## src/include/timer8_consts.svh

```systemverilog
`ifndef TIMER8_CONSTS_SVH
`define TIMER8_CONSTS_SVH

// ************************************************
// Register byte offsets
// ************************************************
`define OFS_CONTROL      4'h0
`define OFS_COMPARE      4'h4
`define OFS_CONFIG       4'h8
`define OFS_STATUS       4'hC
`define ADDR_LSB         2
`define ADDR_BITS        4

// ************************************************
// Control, config and status register fields
// ************************************************
`define CTL_FF_INIT      7
`define CTL_SEL_HI       6
`define CTL_SEL_LO       4
`define CTL_RUN          3
`define CTL_MODE_HI      2
`define CTL_MODE_LO      0
`define CFG_TAP          0
`define CFG_SLOW         1
`define STS_FF           8

// ************************************************
// Field codes and reset values
// ************************************************
`define MODE_TIMER_EVENT 3'h0
`define MODE_DIVIDER     3'h1
`define SEL_SLOW_TAP     3'h0
`define SEL_FC7          3'h1
`define SEL_FC5          3'h2
`define SEL_FC3          3'h3
`define SEL_EVENT        3'h6
`define CTL_RESET        8'h00
`define CMP_RESET        8'hFF
`define CFG_RESET        2'h0

// ************************************************
// Prescaler taps and bus answers
// ************************************************
`define TAP_FC11         11
`define TAP_FC7          7
`define TAP_FC5          5
`define TAP_FC3          3
`define FS_TAP_WIDTH     3
`define FS_DIV_DEFAULT   305
`define RESP_OKAY        2'h0
`define RESP_SLVERR      2'h2

`endif

```

## src/include/timer8_pkg.sv

```systemverilog
package timer8_pkg;

  // Counter, compare and control width
  typedef logic [7:0] byte_t;

  // Clock select field
  typedef logic [2:0] clk_sel_t;

  // What advances the counter
  typedef enum logic [1:0] {
    SRC_NONE,
    SRC_TICK,
    SRC_EVENT
  } count_src_e;

endpackage

```

## src/rtl/timer8_event_divider.sv

```systemverilog
// Contract
// - Timer mode counts ticks, match clears, interrupts
// - Tick source selectable, slow keeps low tap
// - Compare value takes effect right after write
// - Event mode counts falling edges, match clears
// - Divider match toggles flip-flop, clears counter
// - Divider interrupt coincides with toggle
// - Divider pin is inverse of flip-flop
// - Flip-flop loaded from init bit, reset 0
// - Stopped divider holds level, init write changes
// - Control bit 3 is run control
// - Control bit 7 holds flip-flop init value
// - Mode 000 timer/event, 001 divider
// - Run bit 0 stops and clears counter
//
// The placing of the registers and register access over AXI4-Lite were decided locally.
`include "timer8_consts.svh"

module timer8_event_divider #(
  parameter int FS_DIV = `FS_DIV_DEFAULT
) (
  input  wire logic        aclk,
  input  wire logic        aresetn,
  input  wire logic [3:0]  s_axi_awaddr,
  input  wire logic        s_axi_awvalid,
  output logic             s_axi_awready,
  input  wire logic [31:0] s_axi_wdata,
  input  wire logic [3:0]  s_axi_wstrb,
  input  wire logic        s_axi_wvalid,
  output logic             s_axi_wready,
  output logic [1:0]       s_axi_bresp,
  output logic             s_axi_bvalid,
  input  wire logic        s_axi_bready,
  input  wire logic [3:0]  s_axi_araddr,
  input  wire logic        s_axi_arvalid,
  output logic             s_axi_arready,
  output logic [31:0]      s_axi_rdata,
  output logic [1:0]       s_axi_rresp,
  output logic             s_axi_rvalid,
  input  wire logic        s_axi_rready,
  input  wire logic        event_in_pin,
  output logic             divider_out_pin,
  output logic             channel_match_irq,
  output timer8_pkg::byte_t count_value
);
  import timer8_pkg::*;

  // ************************************************
  // Declarations
  // ************************************************
  logic                  aw_held_q, aw_held_d;
  logic [3:0]            awaddr_q, awaddr_d;
  logic                  w_held_q, w_held_d;
  logic [31:0]           wdata_q, wdata_d;
  logic                  wlane_q, wlane_d;
  logic                  bvalid_q, bvalid_d;
  logic [1:0]            bresp_q, bresp_d;
  logic                  rvalid_q, rvalid_d;
  logic [1:0]            rresp_q, rresp_d;
  logic [31:0]           rdata_q, rdata_d;
  logic                  do_write;
  logic                  wr_ctl;
  logic                  wr_cmp;
  logic                  wr_cfg;
  byte_t                 ctl_q, ctl_d;
  byte_t                 cmp_q, cmp_d;
  logic [1:0]            cfg_q, cfg_d;
  byte_t                 cnt_q, cnt_d;
  logic                  ff_q, ff_d;
  logic                  irq_q, irq_d;
  logic                  ev_meta_q, ev_sync_q, ev_last_q;
  logic                  ev_fall;
  logic                  tick;
  logic                  run;
  logic [2:0]            mode;
  clk_sel_t              sel;
  count_src_e            src;
  logic                  advance;
  logic                  match;
  byte_t                 cnt_inc;

  // Address is mapped
  function automatic logic addr_ok(input logic [3:0] a);
    return (a == `OFS_CONTROL) || (a == `OFS_COMPARE) || (a == `OFS_CONFIG) || (a == `OFS_STATUS);
  endfunction

  // ************************************************
  // Write channel
  // ************************************************
  assign s_axi_awready = !aw_held_q && !bvalid_q;
  assign s_axi_wready  = !w_held_q && !bvalid_q;
  assign do_write      = aw_held_q && w_held_q;
  assign s_axi_bvalid  = bvalid_q;
  assign s_axi_bresp   = bresp_q;

  // Hold address and data until both arrive, then answer
  always_comb begin
    aw_held_d = aw_held_q;
    awaddr_d  = awaddr_q;
    w_held_d  = w_held_q;
    wdata_d   = wdata_q;
    wlane_d   = wlane_q;
    bvalid_d  = bvalid_q;
    bresp_d   = bresp_q;
    if (s_axi_awvalid && s_axi_awready) begin
      aw_held_d = 1'b1;
      awaddr_d  = s_axi_awaddr;
    end
    if (s_axi_wvalid && s_axi_wready) begin
      w_held_d = 1'b1;
      wdata_d  = s_axi_wdata;
      wlane_d  = s_axi_wstrb[0];
    end
    if (do_write) begin
      aw_held_d = 1'b0;
      w_held_d  = 1'b0;
      bvalid_d  = 1'b1;
      bresp_d   = addr_ok(awaddr_q) ? `RESP_OKAY : `RESP_SLVERR;
    end else if (bvalid_q && s_axi_bready) begin
      bvalid_d = 1'b0;
    end
  end

  always_ff @(posedge aclk) begin
    if (!aresetn) begin
      aw_held_q <= 1'b0;
      awaddr_q  <= '0;
      w_held_q  <= 1'b0;
      wdata_q   <= '0;
      wlane_q   <= 1'b0;
      bvalid_q  <= 1'b0;
      bresp_q   <= `RESP_OKAY;
    end else begin
      aw_held_q <= aw_held_d;
      awaddr_q  <= awaddr_d;
      w_held_q  <= w_held_d;
      wdata_q   <= wdata_d;
      wlane_q   <= wlane_d;
      bvalid_q  <= bvalid_d;
      bresp_q   <= bresp_d;
    end
  end

  // ************************************************
  // Read channel
  // ************************************************
  assign s_axi_arready = !rvalid_q;
  assign s_axi_rvalid  = rvalid_q;
  assign s_axi_rdata   = rdata_q;
  assign s_axi_rresp   = rresp_q;

  // Register read mux, upper bits read zero except status bit 8, which reads the flip-flop
  always_comb begin
    rvalid_d = rvalid_q;
    rdata_d  = rdata_q;
    rresp_d  = rresp_q;
    if (s_axi_arvalid && s_axi_arready) begin
      rvalid_d = 1'b1;
      rresp_d  = `RESP_OKAY;
      rdata_d  = '0;
      if (s_axi_araddr == `OFS_CONTROL) begin
        rdata_d[7:0] = ctl_q;
      end else if (s_axi_araddr == `OFS_COMPARE) begin
        rdata_d[7:0] = cmp_q;
      end else if (s_axi_araddr == `OFS_CONFIG) begin
        rdata_d[1:0] = cfg_q;
      end else if (s_axi_araddr == `OFS_STATUS) begin
        rdata_d[7:0]        = cnt_q;
        rdata_d[`STS_FF]    = ff_q;
      end else begin
        rresp_d = `RESP_SLVERR;
      end
    end else if (rvalid_q && s_axi_rready) begin
      rvalid_d = 1'b0;
    end
  end

  always_ff @(posedge aclk) begin
    if (!aresetn) begin
      rvalid_q <= 1'b0;
      rdata_q  <= '0;
      rresp_q  <= `RESP_OKAY;
    end else begin
      rvalid_q <= rvalid_d;
      rdata_q  <= rdata_d;
      rresp_q  <= rresp_d;
    end
  end

  // ************************************************
  // Software registers
  // ************************************************
  assign wr_ctl = do_write && wlane_q && (awaddr_q == `OFS_CONTROL);
  assign wr_cmp = do_write && wlane_q && (awaddr_q == `OFS_COMPARE);
  assign wr_cfg = do_write && wlane_q && (awaddr_q == `OFS_CONFIG);

  // Compare is a plain register, no shadow copy
  always_comb begin
    ctl_d = wr_ctl ? wdata_q[7:0] : ctl_q;
    cmp_d = wr_cmp ? wdata_q[7:0] : cmp_q;
    cfg_d = wr_cfg ? wdata_q[1:0] : cfg_q;
  end

  always_ff @(posedge aclk) begin
    if (!aresetn) begin
      ctl_q <= `CTL_RESET;
      cmp_q <= `CMP_RESET;
      cfg_q <= `CFG_RESET;
    end else begin
      ctl_q <= ctl_d;
      cmp_q <= cmp_d;
      cfg_q <= cfg_d;
    end
  end

  // ************************************************
  // Event pin synchroniser and edge detect
  // ************************************************
  always_ff @(posedge aclk) begin
    if (!aresetn) begin
      ev_meta_q <= 1'b1;
      ev_sync_q <= 1'b1;
      ev_last_q <= 1'b1;
    end else begin
      ev_meta_q <= event_in_pin;
      ev_sync_q <= ev_meta_q;
      ev_last_q <= ev_sync_q;
    end
  end

  assign ev_fall = ev_last_q && !ev_sync_q;

  // ************************************************
  // Prescaler
  // ************************************************
  timer8_prescaler #(
    .FS_DIV (FS_DIV)
  ) u_prescaler (
    .aclk       (aclk),
    .aresetn    (aresetn),
    .tap_select (cfg_q[`CFG_TAP]),
    .slow_mode  (cfg_q[`CFG_SLOW]),
    .clk_sel    (sel),
    .tick       (tick)
  );

  // ************************************************
  // Counter, compare and toggle flip-flop
  // ************************************************
  assign run  = ctl_q[`CTL_RUN];
  assign mode = ctl_q[`CTL_MODE_HI:`CTL_MODE_LO];
  assign sel  = ctl_q[`CTL_SEL_HI:`CTL_SEL_LO];

  // Pick what advances the counter in each mode
  always_comb begin
    src = SRC_NONE;
    if (run && mode == `MODE_TIMER_EVENT) begin
      src = (sel == `SEL_EVENT) ? SRC_EVENT : SRC_TICK;
    end else if (run && mode == `MODE_DIVIDER && sel != `SEL_EVENT) begin
      src = SRC_TICK;
    end
  end

  assign advance = (src == SRC_TICK && tick) || (src == SRC_EVENT && ev_fall);
  assign cnt_inc = cnt_q + 8'h01;
  assign match   = advance && (cnt_inc == cmp_q);

  // Count, clear on match or stop, toggle in divider mode
  always_comb begin
    cnt_d = cnt_q;
    ff_d  = ff_q;
    irq_d = 1'b0;
    if (!run) begin
      cnt_d = 8'h00;
    end else if (match) begin
      cnt_d = 8'h00;
      irq_d = 1'b1;
      if (mode == `MODE_DIVIDER) begin
        ff_d = !ff_q;
      end
    end else if (advance) begin
      cnt_d = cnt_inc;
    end
    // Load only while stopped, so a stop write keeps the level
    if (wr_ctl && !run) begin
      ff_d = wdata_q[`CTL_FF_INIT];
    end
  end

  always_ff @(posedge aclk) begin
    if (!aresetn) begin
      cnt_q <= 8'h00;
      ff_q  <= 1'b0;
      irq_q <= 1'b0;
    end else begin
      cnt_q <= cnt_d;
      ff_q  <= ff_d;
      irq_q <= irq_d;
    end
  end

  assign divider_out_pin   = !ff_q;
  assign channel_match_irq = irq_q;
  assign count_value       = cnt_q;
endmodule

```

## src/rtl/timer8_prescaler.sv

```systemverilog
`include "timer8_consts.svh"

module timer8_prescaler #(
  parameter int FS_DIV = `FS_DIV_DEFAULT
) (
  input  wire logic              aclk,
  input  wire logic              aresetn,
  input  wire logic              tap_select,
  input  wire logic              slow_mode,
  input  wire timer8_pkg::clk_sel_t clk_sel,
  output logic                   tick
);
  import timer8_pkg::*;

  localparam int FSW = $clog2(FS_DIV);

  logic [`TAP_FC11-1:0]     div_q;
  logic [`TAP_FC11-1:0]     div_d;
  logic [FSW-1:0]           fs_q;
  logic [FSW-1:0]           fs_d;
  logic [`FS_TAP_WIDTH-1:0] fs8_q;
  logic [`FS_TAP_WIDTH-1:0] fs8_d;
  logic                     fs_pulse;
  logic                     fs8_tick;

  // True once every 2^n clocks
  function automatic logic tap_hit(input logic [`TAP_FC11-1:0] v, input int n);
    logic [`TAP_FC11-1:0] m;
    m = (`TAP_FC11'(1) << n) - `TAP_FC11'(1);
    return (v & m) == m;
  endfunction

  // ************************************************
  // Dividers from the system clock
  // ************************************************
  always_comb begin
    div_d    = div_q + `TAP_FC11'(1);
    fs_pulse = (fs_q == FSW'(FS_DIV - 1));
    fs_d     = fs_pulse ? '0 : fs_q + FSW'(1);
    fs8_d    = fs_pulse ? fs8_q + `FS_TAP_WIDTH'(1) : fs8_q;
    fs8_tick = fs_pulse && (&fs8_q);
  end

  always_ff @(posedge aclk) begin
    if (!aresetn) begin
      div_q <= '0;
      fs_q  <= '0;
      fs8_q <= '0;
    end else begin
      div_q <= div_d;
      fs_q  <= fs_d;
      fs8_q <= fs8_d;
    end
  end

  // Source clock select, slow mode keeps only the low tap
  always_comb begin
    tick = 1'b0;
    if (slow_mode) begin
      tick = (clk_sel == `SEL_SLOW_TAP) && fs8_tick;
    end else if (clk_sel == `SEL_SLOW_TAP) begin
      tick = tap_select ? fs8_tick : tap_hit(div_q, `TAP_FC11);
    end else if (clk_sel == `SEL_FC7) begin
      tick = tap_hit(div_q, `TAP_FC7);
    end else if (clk_sel == `SEL_FC5) begin
      tick = tap_hit(div_q, `TAP_FC5);
    end else if (clk_sel == `SEL_FC3) begin
      tick = tap_hit(div_q, `TAP_FC3);
    end
  end
endmodule

```

## config.mk

```make
export PLATFORM = sky130hd
export DESIGN_NAME = timer8_event_divider
export DESIGN_NICKNAME = d
export VERILOG_FILES = /design/src/include/timer8_pkg.sv /design/src/rtl/timer8_event_divider.sv /design/src/rtl/timer8_prescaler.sv
export VERILOG_INCLUDE_DIRS = /design/src /design/src/include
export SDC_FILE = /design/constraint.sdc
export NUM_CORES = 1
export LEC_CHECK = 0
export BUFFER_PORTS_ARGS = -buffer_cell sky130_fd_sc_hd__buf_4
export CAP_MARGIN = 20
export CELL_PAD_IN_SITES_DETAIL_PLACEMENT = 1
export CELL_PAD_IN_SITES_GLOBAL_PLACEMENT = 1
export CORE_UTILIZATION = 36
export DETAILED_ROUTE_END_ITERATION = 12
export GPL_ROUTABILITY_DRIVEN = 1
export GPL_TIMING_DRIVEN = 0
export PLACE_DENSITY_LB_ADDON = 0.1
export SYNTH_ARGS = -nofsm -noshare
export SYNTH_HDL_FRONTEND = slang
export SYNTH_HIERARCHICAL = 1
export SYNTH_SLANG_ARGS = --single-unit
```

## constraint.sdc

```tcl
create_clock -name aclk -period 3.1 [get_ports aclk]
set_input_delay 0 -clock aclk [delete_from_list [all_inputs] [get_ports aclk]]
set_output_delay 0 -clock aclk [all_outputs]
set_load 0.005 [all_outputs]
```

; ---- After elaboration in Yosys (flattened, before gate mapping)
; Cells that the tools add are included.
[classes]
addsub = 4
mux = 30
bitwise_logic = 2
eq_ne = 20
n_reduce_logical = 48
[op_table]
columns = op, n
row1 = $logic_and 1x1->1, 22
row2 = $mux 1, 18
row3 = $eq 4x4->1 const B, 4
row4 = $mux 2, 8
row5 = $mux 8, 2
row6 = $add 11x1->11 const B, 1
row7 = $eq 11x11->1 const B, 1
row8 = $reduce_bool 2->1, 5
row9 = $add 9x1->9 const B, 1
row10 = $eq 9x9->1 const B, 1
row11 = $mux 9, 1
row12 = $add 8x1->8 const B, 1
row13 = $eq 4x3->1 const B, 2
row14 = $eq 8x8->1, 1
row15 = $logic_not 4->1, 2
row16 = $eq 7x7->1 const B, 1
row17 = $logic_not 1->1, 7
row18 = $mux 7, 1
row19 = $eq 3x1->1 const B, 2
row20 = $eq 3x2->1 const B, 2
row21 = $eq 3x3->1 const B, 2
row22 = $logic_not 3->1, 2
row23 = $reduce_and 3->1, 2
row24 = $eq 5x5->1 const B, 1
row25 = 9 further kinds, 14
[word_totals]
wordCells = 126
output_inout_bits = 51
regBits = 84
in_bits = 52

; ---- Depth between registers and ports, before layout
; Gate-level depths: netlist of the first run.
[depth]
depth_word = 12
mapped_depth = 13
ltp_nobuf = 11

; ---- Modules after synthesis
; Netlist of the first run, hierarchy kept.
[modules_own_cells]
columns = mod, instances, area_each_um2, cells_per_inst, seq_area_each_um2
row1 = timer8_event_divider, 1, 2937.8, 323, 1181.1
row2 = timer8_prescaler, 1, 1043.5, 111, 460.4

; ---- Worst setup path before layout of the first run
; Ideal clock, no wire load.
[synth_path]
kind = flip-flop to flip-flop
from = register u_prescaler.fs_q[2]
to = register ff_q
slack_ns = 0.210
setup_ns = 0.078
n_path_buf = 1
arrival_time_ns = 2.813
stages_incl_launch_ff = 11
path_cell_list = dfxtp_1 or4b_1 or4_1 buf_2 o32a_1 a21oi_2 mux2_1 nand3_2 a2111o_1 o31a_1 nor3_1
[synth_via]
elab_chain_len = 10
[synth_lines]
columns = element, line_no
row1 = from (decl), timer8_prescaler.sv:19  ; logic [FSW-1:0] fs_q;
row2 = from (signal assigned), timer8_prescaler.sv:51  ; fs_q <= fs_d;
row3 = $eq 9x9->1 (*), timer8_prescaler.sv:38  ; fs_pulse = (fs_q == FSW'(FS_DIV - 1));
row4 = $logic_and 1x1->1 (*), timer8_prescaler.sv:41  ; fs8_tick = fs_pulse && (&fs8_q);
row5 = $mux 1, timer8_prescaler.sv:62  ; tick = tap_select ? fs8_tick : tap_hit(div_q, `TAP_FC11);
row6 = $mux 1, timer8_prescaler.sv:61  ; end else if (clk_sel == `SEL_SLOW_TAP) begin
row7 = $mux 1 (*), timer8_prescaler.sv:59  ; if (slow_mode) begin
row8 = via tick, timer8_event_divider.sv:73  ; logic tick;
row9 = $logic_and 1x1->1 (*), timer8_event_divider.sv:264  ; assign advance = (src == SRC_TICK && tick) || (src == SRC_EVENT && ev_fall);
row10 = $logic_or 1x1->1 (*), timer8_event_divider.sv:264
row11 = $logic_and 1x1->1 (*), timer8_event_divider.sv:266  ; assign match = advance && (cnt_inc == cmp_q);
row12 = $reduce_bool 2->1 (no source line) (*), --
row13 = $reduce_and 3->1 (no source line) (*), --
row14 = to (signal assigned), timer8_event_divider.sv:293  ; ff_q <= 1'b0;
row15 = to (signal assigned), timer8_event_divider.sv:297  ; ff_q <= ff_d;
row16 = to (decl), timer8_event_divider.sv:69  ; logic ff_q, ff_d;
; The timed path passes the listed nets; every way through them passes the cells marked *.
; A chain may end at the register's enable or synchronous reset.

; ---- Worst setup path after layout of the first run
; Same ends and word-level chain as after synthesis.

==> results of run 1 <==
-- critical path, cell delays in order (launching register included) --
cell and delay [ns]:
dfxtp_2 0.35, or4b_1 0.52, or4_1 0.48, buf_4 0.18
o32a_1 0.17, a21oi_2 0.12, mux2_4 0.18, nand3_4 0.07
a2111o_1 0.37, o31a_1 0.28, nor3_1 0.17
-- power by group through the flow --
stage | Combinational, mW | Sequential (mW) | Clock, mW
final | 0.191 | 1.10 | 0.861
after global routing | 0.215 | 1.11 | 0.933
after floorplan | 0.113 | 1.12 | 0
after global placement | 0.171 | 1.13 | 0
after detailed placement | 0.174 | 1.13 | 0
after CTS | 0.193 | 1.10 | 0.883
-- timing repair --
item                                    CTS  global route
resized for setup                         5             4
setup buffers                             1             0
pin swaps                                 1             0
hold endpoints to repair                 22             0
endpoints found under the setup margin   10             2
hold buffers                             18             0
-- flip-flops by register name (all words and copies together), names as in the netlist, 2 cells and up --
signal	flops
u_prescaler/div_q	11
s_axi_rdata	9
u_prescaler/fs_q	9
cmp_q	8
count_value	8
ctl_q	8
wdata_q	8
awaddr_q	4
u_prescaler/fs8_q	3
cfg_q	2
-- routing by layer --
layer,vias up,part of all wire [%]
met1,1546,48
met4,0,2.3
met2,92,45
met5,-,0
li1,1644,-
met3,18,4.9
-- logic make-up (layout without fill, tap and decap cells) --
logic type | after synthesis | in the layout | synth area share, %
muxes | 33 | 33 | 9.05
adders and majority gates | 8 | 8 | 2.51
DFF | 82 | 82 | 41.2
xor gates and xnor gates | 27 | 27 | 5.94
and+or+nand+nor | 173 | 173 | 22.7
other | 1 | 25 | 0.0942
buffers and inverters | 56 | 139 | 8.55
AOI/OAI and AO/OA | 54 | 54 | 9.93
-- through the flow --
step                setup WS, ns  cell area [µm²]  TNS (ns)
global placement          -0.134             4610    -0.808
floorplan                  0.210             4070         0
finish                     0.130             5030         0
CTS                       0.0625             5030         0
detailed placement        -0.178             4610     -1.29
global route              0.0153             5030         0
-- cells in the final DEF (no fill, tap or decap), types with 4 or more instances in the layout --
cell type and n:
nor3_1 20, nand3_1 9, nand2b_1 4, mux2i_1 30, conb_1 25, dlygate4sd3_1 18, nor2_1 18, inv_1 10
dfxtp_1 81, nand4_1 4, nand2_1 53, xor2_1 9, buf_4 78, nor2b_1 27, clkbuf_1 14, a22oi_1 8
xnor2_1 18, ha_1 8, clkbuf_8 9, and2_1 13, a21boi_0 15, o21ai_0 14
-- layout make-up --
type,count,area [µm²]
fill,1268,5760
multi-input combinational,320,2110
sequential,82,1640
timing repair buffer,67,548
buffer,46,308
tap,140,175
clock buffer,9,124
clock inverter,7,92.6
inverter,10,37.5
-- path summary, 6_finish.rpt --
path / slack [ns] / to / startpoint / cells after the start
setup / recovery: 0.13 / ff_q$_SDFFE_PN0P_ / u_prescaler/fs_q[2]$_SDFF_PP0_ / 10
hold / removal: 0.02 / s_axi_rresp[1]$_SDFFE_PN0P_ / s_axi_araddr[0] / 3
setup reg to reg: 0.13 / ff_q$_SDFFE_PN0P_ / u_prescaler/fs_q[2]$_SDFF_PP0_ / 10
hold reg to reg: 0.42 / ev_sync_q$_SDFF_PN1_ / ev_meta_q$_SDFF_PN1_ / 1
==> impl_metrics.csv, run 1 <==
group,metric,value,unit
route,vias,3300,
logic_synthesis,synth.avg_cell_area,9.17,µm²
sta,skew,0.00777,ns
global_routing,first_global_vias,3098,
global_routing,grt_max_degree,15,
logic_synthesis,synth.yosys.seq_area_share,41.2,%
logic_synthesis,synthTopCellsByArea,"dfxtp_1 41%, mux2i_1 7.5%, buf_4 5.1%, nand2_1 5.0%, nor2b_1 4.2%",
sta,finalMaxSlewViolations,0,
route,dr.pass1.iters,4,
outcome,status,"completed",
logic_synthesis,synthTopCellsByCount,"82 x dfxtp_1, 53 x nand2_1, 30 x mux2i_1",
logic_synthesis,syn-cell-area,3980,µm²
cells_and_area,syn_to_final_growth,26.5,%
cells_and_area,nNetsFinal,596,
route,vias_per_cell,4.85,
route,drc,0,
power,power_density,428,nW/µm²
global_routing,antenna_found_initial,0,
clocking,cts-root-buf,"clkbuf_8",
sta,hold_viol,0,
sta,fmax,337,MHz
setup_path,end_kind,"flip-flop",
global_routing,grt_pass1_wl,15200,µm
clocking,cts_sinks,82,
global_routing,grt_usage,17.2,%
die,fp.coreArea,10800,µm²
route,drtIter0Drc,79,
power,p_int,1.64,mW
setup_path,cp.required,3.39,ns
clocking,clkSlewWorstSetupHoldPaths,0.09,ns
logic_synthesis,yosys.area.top_type,"dfxtp_1",
die,dieArea,11500,µm²
placement,placed_cells,646,
setup_path,startpoint_type,"flip-flop",
flow_run,max-cap-violations,0,
setup_path,worstPathArrival,3.26,ns
logic_synthesis,async_flop_share,0,%
clocking,cts_inserted_buffers,9,
logic_synthesis,yosysTopAreaCellShare,41.2,%
logic_synthesis,ys_types,52,
logic_synthesis,synth_ff_type,"dfxtp_1",
global_routing,globalRouteMet3Util,3.22,%
setup_path,critPathKind,"reg2reg",
global_routing,use_met1,22.6,%
power,power,2.16,mW
global_routing,grt_util_met2,27.4,%
logic_synthesis,synth_seq_cells,82,
placement,gp_congestion,0.777,
logic_synthesis,yosys_warnings,6,
cells_and_area,insertedDiodeCount,0,
clocking,clock_latency,0.36,ns
placement,portBuffers,48,
sta,tightestPinTransition,1.06,ns
global_routing,top_usage_layer,"met2",
power,power.share.clock,39.9,%
setup_path,worstPathMaxFanout,6,
sta,setup_viol,0,
power,p_leak,2.07,nW
logic_synthesis,synth.most_common_cell,"dfxtp_1",
logic_synthesis,synth_cells,434,
sta,rsz0062_at_grt,"no",
clocking,clockBufferDepth,2,
power,swShare,23.9,%
route,final_antenna_net_count,0,
global_routing,grt.overflow.total,0,
sta,finalCriticalPeriod,2.97,ns
power,power_switching,0.515,mW
die,die_h,107,µm
route,routed_wl,9450,µm
cells_and_area,utilization,46.6,%
die,die_w,107,µm
sta,slew_headroom,28.9,%
die,io_pins,103,
cells_and_area,instances_no_fill,681,
clocking,h-tree-depth,3,
die,initial_core_util,36.9,%
sta,hold_ws,0.0158,ns
logic_synthesis,synth_edf_count,0,
sta,timing.final.crit_share,95.8,%
power,sequentialPowerShare,51.2,%
placement,post-dp-hpwl,7050,µm
die,num_rows,38,
clocking,cts_tree,"yes",
worst_hold_path,hp-class,"in2reg",
route,routedWlPerCell,13.9,µm
power,p_comb_share,8.9,%
power,peakVddDrop,0.225,mV
cells_and_area,drive_above_1_share,19.8,%
Power figures use the tool's default switching activity.
==> run 2: changes to the inputs <==
--- a/config.mk
+++ b/config.mk
@@ -6,15 +6,16 @@
 export SDC_FILE = /design/constraint.sdc
 export NUM_CORES = 1
 export LEC_CHECK = 0
+export ABC_CLOCK_PERIOD_IN_PS = 3100
 export BUFFER_PORTS_ARGS = -buffer_cell sky130_fd_sc_hd__buf_4
 export CAP_MARGIN = 20
 export CELL_PAD_IN_SITES_DETAIL_PLACEMENT = 1
 export CELL_PAD_IN_SITES_GLOBAL_PLACEMENT = 1
 export CORE_UTILIZATION = 36
 export DETAILED_ROUTE_END_ITERATION = 12
-export GPL_ROUTABILITY_DRIVEN = 1
 export GPL_TIMING_DRIVEN = 0
 export PLACE_DENSITY_LB_ADDON = 0.1
+export REMOVE_ABC_BUFFERS = 1
 export SYNTH_ARGS = -nofsm -noshare
 export SYNTH_HDL_FRONTEND = slang
 export SYNTH_HIERARCHICAL = 1
==> run 2 against run 1 <==
Effect of this change:
- clock power shrank 13%
- combinational power shrank 15%
- via count shrank 5.2%
- clock skew shrank 0.00091 ns
- global-route usage shrank 0.061 points
- design area shrank 5.2%
- sequential power is essentially flat
- cell count shrank 5.7%
==> impl_metrics.csv, run 2 (synthesized netlist as in run 1, its figures left out) <==
group,metric,value,unit
placement,post-dp-hpwl,6500,µm
sta,skew,0.00686,ns
sta,fmax,336,MHz
cells_and_area,drive_above_1_share,16.3,%
clocking,clkSlewWorstSetupHoldPaths,0.09,ns
clocking,cts_sinks,82,
global_routing,grt_max_degree,69,
outcome,status,"completed",
setup_path,r2r_slack,0.13,ns
die,die_h,107,µm
clocking,cts-root-buf,"clkbuf_8",
setup_path,end_kind,"flip-flop",
power,peakVddDrop,0.194,mV
sta,setup_viol,0,
route,vias,3130,
placement,placed_cells,603,
placement,portBuffers,50,
clocking,clockBufferDepth,2,
worst_hold_path,hp-start,"s_axi_araddr[1]",
route,final_antenna_net_count,0,
worst_hold_path,hp-class,"in2reg",
cells_and_area,nNetsFinal,557,
global_routing,grt_pass1_wl,15300,µm
die,fp.coreArea,10800,µm²
die,die_w,107,µm
cells_and_area,final_cell_mix,"82 x dfxtp_1, 55 x buf_4, 53 x nand2_1",
clocking,h-tree-depth,3,
clocking,clock_latency,0.34,ns
setup_path,r2r_cells,9,
sta,timing.final.crit_share,95.9,%
power,power_density,423,nW/µm²
setup_path,startpoint_type,"flip-flop",
setup_path,r2r_start,"u_prescaler/fs_q[2]$_SDFF_PP0_",
die,num_rows,38,
cells_and_area,largest_reg_flops,11,
route,drtIter0Drc,88,
die,io_pins,103,
route,dr.pass1.iters,4,
global_routing,grt.overflow.total,0,
setup_path,worstPathMaxFanout,5,
setup_path,critPathKind,"reg2reg",
sta,tightestPinTransition,0.597,ns
setup_path,cp.required,3.37,ns
cells_and_area,seqCellArea,1640,µm²
worst_hold_path,worstHoldEndpoint,"s_axi_rdata[6]$_SDFFE_PN0P_",
sta,slew_headroom,60.2,%
sta,finalMaxSlewViolations,0,
clocking,cts_tree,"yes",
power,p_leak,1.88,nW
cells_and_area,instances_no_fill,642,
sta,rsz0062_at_grt,"no",
cells_and_area,layout_commonest_cell,"dfxtp_1",
cells_and_area,syn_to_final_growth,19.9,%
cells_and_area,insertedDiodeCount,0,
cells_and_area,fillCellCount,1252,
route,routedWlPerCell,14.4,µm
sta,tns,0,ns
route,vias_per_cell,4.88,
route,drc,0,
global_routing,antenna_found_initial,0,
power,power,2.02,mW
cells_and_area,design_area,4770,µm²
clocking,cts_inserted_buffers,9,
setup_path,worstReg2RegEnd,"ff_q$_SDFFE_PN0P_",
route,routed_wl,9250,µm
placement,dpl-instance-area,4330,µm²
global_routing,first_global_vias,3017,
worst_hold_path,hold_path_depth,4,
placement,gp_congestion,0.811,
die,dieArea,11500,µm²
sta,hold_viol,0,
setup_path,cp-startpoint,"u_prescaler/fs_q[2]$_SDFF_PP0_",
flow_run,max-cap-violations,0,
cells_and_area,regMostFlops,"u_prescaler/div_q",
global_routing,grt_usage,17.1,%
setup_path,worstPathArrival,3.25,ns
cells_and_area,multiInputGateArea,2140,µm²
sta,finalCriticalPeriod,2.97,ns
die,initial_core_util,36.9,%
==> run 2: changes by cell type in the layout (fill, tap and decap cells not counted), moves of 2 or more <==
cell / delta
buf_6: -2
clkinv_2: -3
buf_4: -23
bufinv_16: -2
clkbuf_1: -13
clkinvlp_4: +3
clkbuf_8: +3
==> run 2: timing repair <==
action                     CTS  global route
buffers inserted             0             4
pin swaps                    1             1
gates cloned                 1             0
setup endpoints to repair   10            10
gates resized for setup      6             0
hold endpoints to repair    16             0
hold buffers                17             0
==> run 2: power breakdown <==
| group | leakage, nW | switching [mW] | internal, mW |
|---|---|---|---|
| Clock | 0.0879 | 0.395 | 0.358 |
| Sequential | 0.666 | 0.0237 | 1.08 |
| Combinational | 1.13 | 0.0783 | 0.0844 |
| Total | 1.88 | 0.497 | 1.52 |
==> run 2: metrics by stage <==
step	worst slack, ns	util [%]	hold slack [ns]
floorplan	0.183	-	0.0619
global placement	-0.183	40.0	0.193
detailed placement	-0.263	40.1	0.192
CTS	0.0142	43.9	0.0519
global route	0.00102	44.2	0.0340
finish	0.126	44.2	0.0199
==> run 2: critical path: stages, from the launching register on <==
cell	delay, ns
dfxtp_1	0.37
or4b_1	0.54
or4_4	0.56
o32a_1	0.19
a21oi_2	0.11
mux2_1	0.20
nand3_4	0.12
a2111o_1	0.39
o31a_1	0.28
nor3_1	0.16
==> run 2: worst max path at each step <==
| stage | end | slack [ns] | cells past startpoint |
|---|---|---|---|
| finish | ff_q$_SDFFE_PN0P_ | 0.13 | 9 |
| global route | ff_q$_SDFFE_PN0P_ | 0.001 | 9 |
| CTS | ff_q$_SDFFE_PN0P_ | 0.01 | 9 |
| detailed placement | channel_match_irq$_SDFF_PN0_ | -0.26 | 9 |
| global placement | channel_match_irq$_SDFF_PN0_ | -0.18 | 9 |
| floorplan | ff_q$_SDFFE_PN0P_ | 0.18 | 9 |
==> run 2: cell type report <==
class	count	area share, %
multi-input combinational	321	44.8
sequential	82	34.4
timing repair buffer	73	12.4
tap	140	3.67
clock buffer	13	3.54
inverter	10	0.787
clock inverter	3	0.472
==> run 2: per-layer routing <==
| metal | vias to the layer above | GRT usage [%] | part of all wire, % |
|---|---|---|---|
| li1 | 1561 | - | - |
| met4 | 0 | 6.65 | 1.4 |
| met5 | - | 0 | 0 |
| met2 | 69 | 26.9 | 45 |
| met3 | 7 | 2.86 | 3.5 |
| met1 | 1493 | 23.4 | 50 |
==> run 3: changes to the inputs <==
--- a/config.mk
+++ b/config.mk
@@ -6,15 +6,15 @@
 export SDC_FILE = /design/constraint.sdc
 export NUM_CORES = 1
 export LEC_CHECK = 0
-export ABC_CLOCK_PERIOD_IN_PS = 3100
+export ABC_CLOCK_PERIOD_IN_PS = 3700
 export BUFFER_PORTS_ARGS = -buffer_cell sky130_fd_sc_hd__buf_4
 export CAP_MARGIN = 20
 export CELL_PAD_IN_SITES_DETAIL_PLACEMENT = 1
 export CELL_PAD_IN_SITES_GLOBAL_PLACEMENT = 1
-export CORE_UTILIZATION = 36
+export CORE_UTILIZATION = 43
 export DETAILED_ROUTE_END_ITERATION = 12
 export GPL_TIMING_DRIVEN = 0
-export PLACE_DENSITY_LB_ADDON = 0.1
+export PLACE_DENSITY = 0.83
 export REMOVE_ABC_BUFFERS = 1
 export SYNTH_ARGS = -nofsm -noshare
 export SYNTH_HDL_FRONTEND = slang
==> constraint.sdc (replaced) <==
create_clock -name aclk -period 3.7 [get_ports aclk]
set_input_delay 0 -clock aclk [delete_from_list [all_inputs] [get_ports aclk]]
set_output_delay 0 -clock aclk [all_outputs]
set_load 0.005 [all_outputs]
==> run 3 against run 2 <==
Effect of this change:
- cell count shrank 6.1%
- sequential power shrank 16%
- power shrank 19%
- clock power shrank 26%
- sequential share of layout area grew 1.1 points
- combinational power shrank 14%
- largest power group unchanged
==> impl_metrics.csv, run 3 (synthesized netlist as in run 1, its figures left out) <==
group,metric,value,unit
die,fp.coreArea,8850,µm²
clocking,h-tree-depth,3,
clocking,cts_inserted_buffers,9,
cells_and_area,regMostFlops,"u_prescaler/div_q",
power,power.share.clock,34.4,%
power,power_density,351,nW/µm²
placement,placed_cells,571,
die,die_w,98.2,µm
route,vias_per_cell,5.26,
route,dr.pass1.iters,8,
die,die_h,98.2,µm
power,power,1.63,mW
worst_hold_path,hp-start,"s_axi_araddr[0]",
setup_path,worstPathMaxFanout,10,
placement,gp_congestion,0.894,
die,dieArea,9650,µm²
route,drtIter0Drc,137,
global_routing,grt_pass1_wl,15500,µm
setup_path,end_kind,"flip-flop",
global_routing,grt_usage,20.4,%
cells_and_area,drive_above_1_share,14.7,%
setup_path,worstPathCellList,"or4b_1, or4_1, o32a_1, a21oi_2, mux2_1, nand3_2, a2111oi_0, and3b_1, and3_1",
sta,setup_viol,0,
global_routing,grt.overflow.total,0,
sta,timing.final.crit_share,92.8,%
die,num_rows,34,
global_routing,top_usage_layer,"met2",
global_routing,grt_util_met2,34.9,%
die,initial_core_util,45.0,%
global_routing,antenna_found_initial,0,
clocking,clockBufferDepth,2,
setup_path,worstReg2RegEnd,"channel_match_irq$_SDFF_PN0_",
cells_and_area,fillCellCount,1029,
sta,hold_viol,0,
cells_and_area,layout_commonest_cell,"dfxtp_1",
clocking,clkSlewWorstSetupHoldPaths,0.08,ns
clocking,cts-root-buf,"clkbuf_8",
clocking,ctsHoldBuffers,17,
sta,setup_ws,0.266,ns
setup_path,critPathKind,"reg2reg",
sta,tightestPinTransition,0.607,ns
worst_hold_path,hold_path_depth,4,
worst_hold_path,hp-class,"in2reg",
power,power_switching,0.396,mW
power,sequentialPowerShare,56.9,%
global_routing,use_met1,25.5,%
clocking,cts_sinks,82,
setup_path,critPathTopFamily,"simple AND/OR/NAND/NOR gates",
outcome,status,"completed",
sta,fmax,291,MHz
setup_path,r2r_slack,0.27,ns
setup_path,r2r_start,"u_prescaler/fs_q[2]$_SDFF_PP0_",
route,routed_wl,9280,µm
setup_path,worstPathArrival,3.73,ns
setup_path,cpPeakStageDelay,0.65,ns
global_routing,globalRouteMet3Util,4.58,%
placement,post-dp-hpwl,6350,µm
setup_path,critical_path_buf_inv_count,0,
route,routedWlPerCell,15.4,µm
sta,rsz0062_at_grt,"no",
flow_run,max-cap-violations,0,
cells_and_area,instances_no_fill,603,
setup_path,cp-startpoint,"u_prescaler/fs_q[2]$_SDFF_PP0_",
cells_and_area,insertedDiodeCount,0,
clocking,post_cts_resized,0,
route,vias,3172,
setup_path,r2r_cells,9,
power,p_leak,1.85,nW
placement,portBuffers,50,
clocking,cts_setup_buffers,0,
global_routing,grt_max_degree,69,
power,p_comb_share,8.6,%
power,p_int,1.23,mW
setup_path,startpoint_type,"flip-flop",
setup_path,cp.required,4.00,ns
power,peakVddDrop,0.229,mV
die,io_pins,103,
cells_and_area,largest_reg_flops,11,
global_routing,first_global_vias,3156,
sta,tns,0,ns
clocking,cts_tree,"yes",
sta,skew,0.00839,ns
sta,finalCriticalPeriod,3.43,ns
cells_and_area,design_area,4630,µm²
sta,slew_headroom,59.4,%
setup_path,cp_slowest_cell,"or4_1",
route,drc,0,
placement,dpl-instance-area,4290,µm²
clocking,clock_latency,0.35,ns
sta,finalMaxSlewViolations,0,
route,final_antenna_net_count,0,
cells_and_area,syn_to_final_growth,16.2,%
cells_and_area,nNetsFinal,552,
power,swShare,24.4,%
worst_hold_path,worstHoldEndpoint,"s_axi_rdata[1]$_SDFFE_PN0P_",
placement,pre_cts_slack,0.326,ns
cells_and_area,final_cell_mix,"82 x dfxtp_1, 53 x nand2_1, 51 x buf_4",
## run 3: cell count changes in the layout (fill, tap and decap cells not counted), sizes merged
cell | previous run | this run
and3b | 2 | 1
buf | 55 | 52
clkbuf | 14 | 11
clkinv | 0 | 2
clkinvlp | 3 | 1
## run 3: cell type report
type,count,area [µm²],share of cell area (%)
clock buffer,11,141,3.06
timing repair buffer,69,558,12.1
sequential,82,1640,35.5
multi-input combinational,320,2100,45.3
clock inverter,3,17.5,0.379
inverter,10,37.5,0.811
tap,108,135,2.92
## run 3: power groups by stage
stage	clock [mW]	sequential [mW]	combinational (mW)
3_5_place_dp	0	0.946	0.123
3_3_place_gp	0	0.944	0.116
5_1_grt	0.624	0.929	0.156
6_report	0.560	0.926	0.140
4_1_cts	0.582	0.925	0.138
2_1_floorplan	0	0.940	0.0645
## run 3: how the worst max path moves through the flow
stage / endpoint / slack, ns / cells after the start
final: channel_match_irq$_SDFF_PN0_ / 0.27 / 9
after global routing: channel_match_irq$_SDFF_PN0_ / 0.02 / 9
after CTS: channel_match_irq$_SDFF_PN0_ / 0.28 / 9
after detailed placement: count_value[4]$_SDFFE_PP0P_ / 0.33 / 9
after global placement: channel_match_irq$_SDFF_PN0_ / 0.42 / 9
after floorplan: ff_q$_SDFFE_PN0P_ / 0.78 / 9
## run 3: metrics by stage
stage,hold slack (ns),utilization [%]
after CTS,0.0199,52.2
final,0.0104,52.3
after global routing,0.0325,52.3
after global placement,0.193,48.4
after detailed placement,0.195,48.5
after floorplan,0.0619,-
## run 3: layer usage
metal / share of wire (%) / vias up
met5: 0 / -
li1: - / 1545
met4: 1.3 / 0
met3: 5.0 / 11
met2: 49 / 89
met1: 44 / 1527
## run 3: worst reg2reg max path, delay by kind of cell, from the launching register on
family             cells  cell delay [ns]
muxes                  1             0.17
and+or+nand+nor        5             2.04
DFF                    1             0.35
AOI/OAI and AO/OA      3             0.81
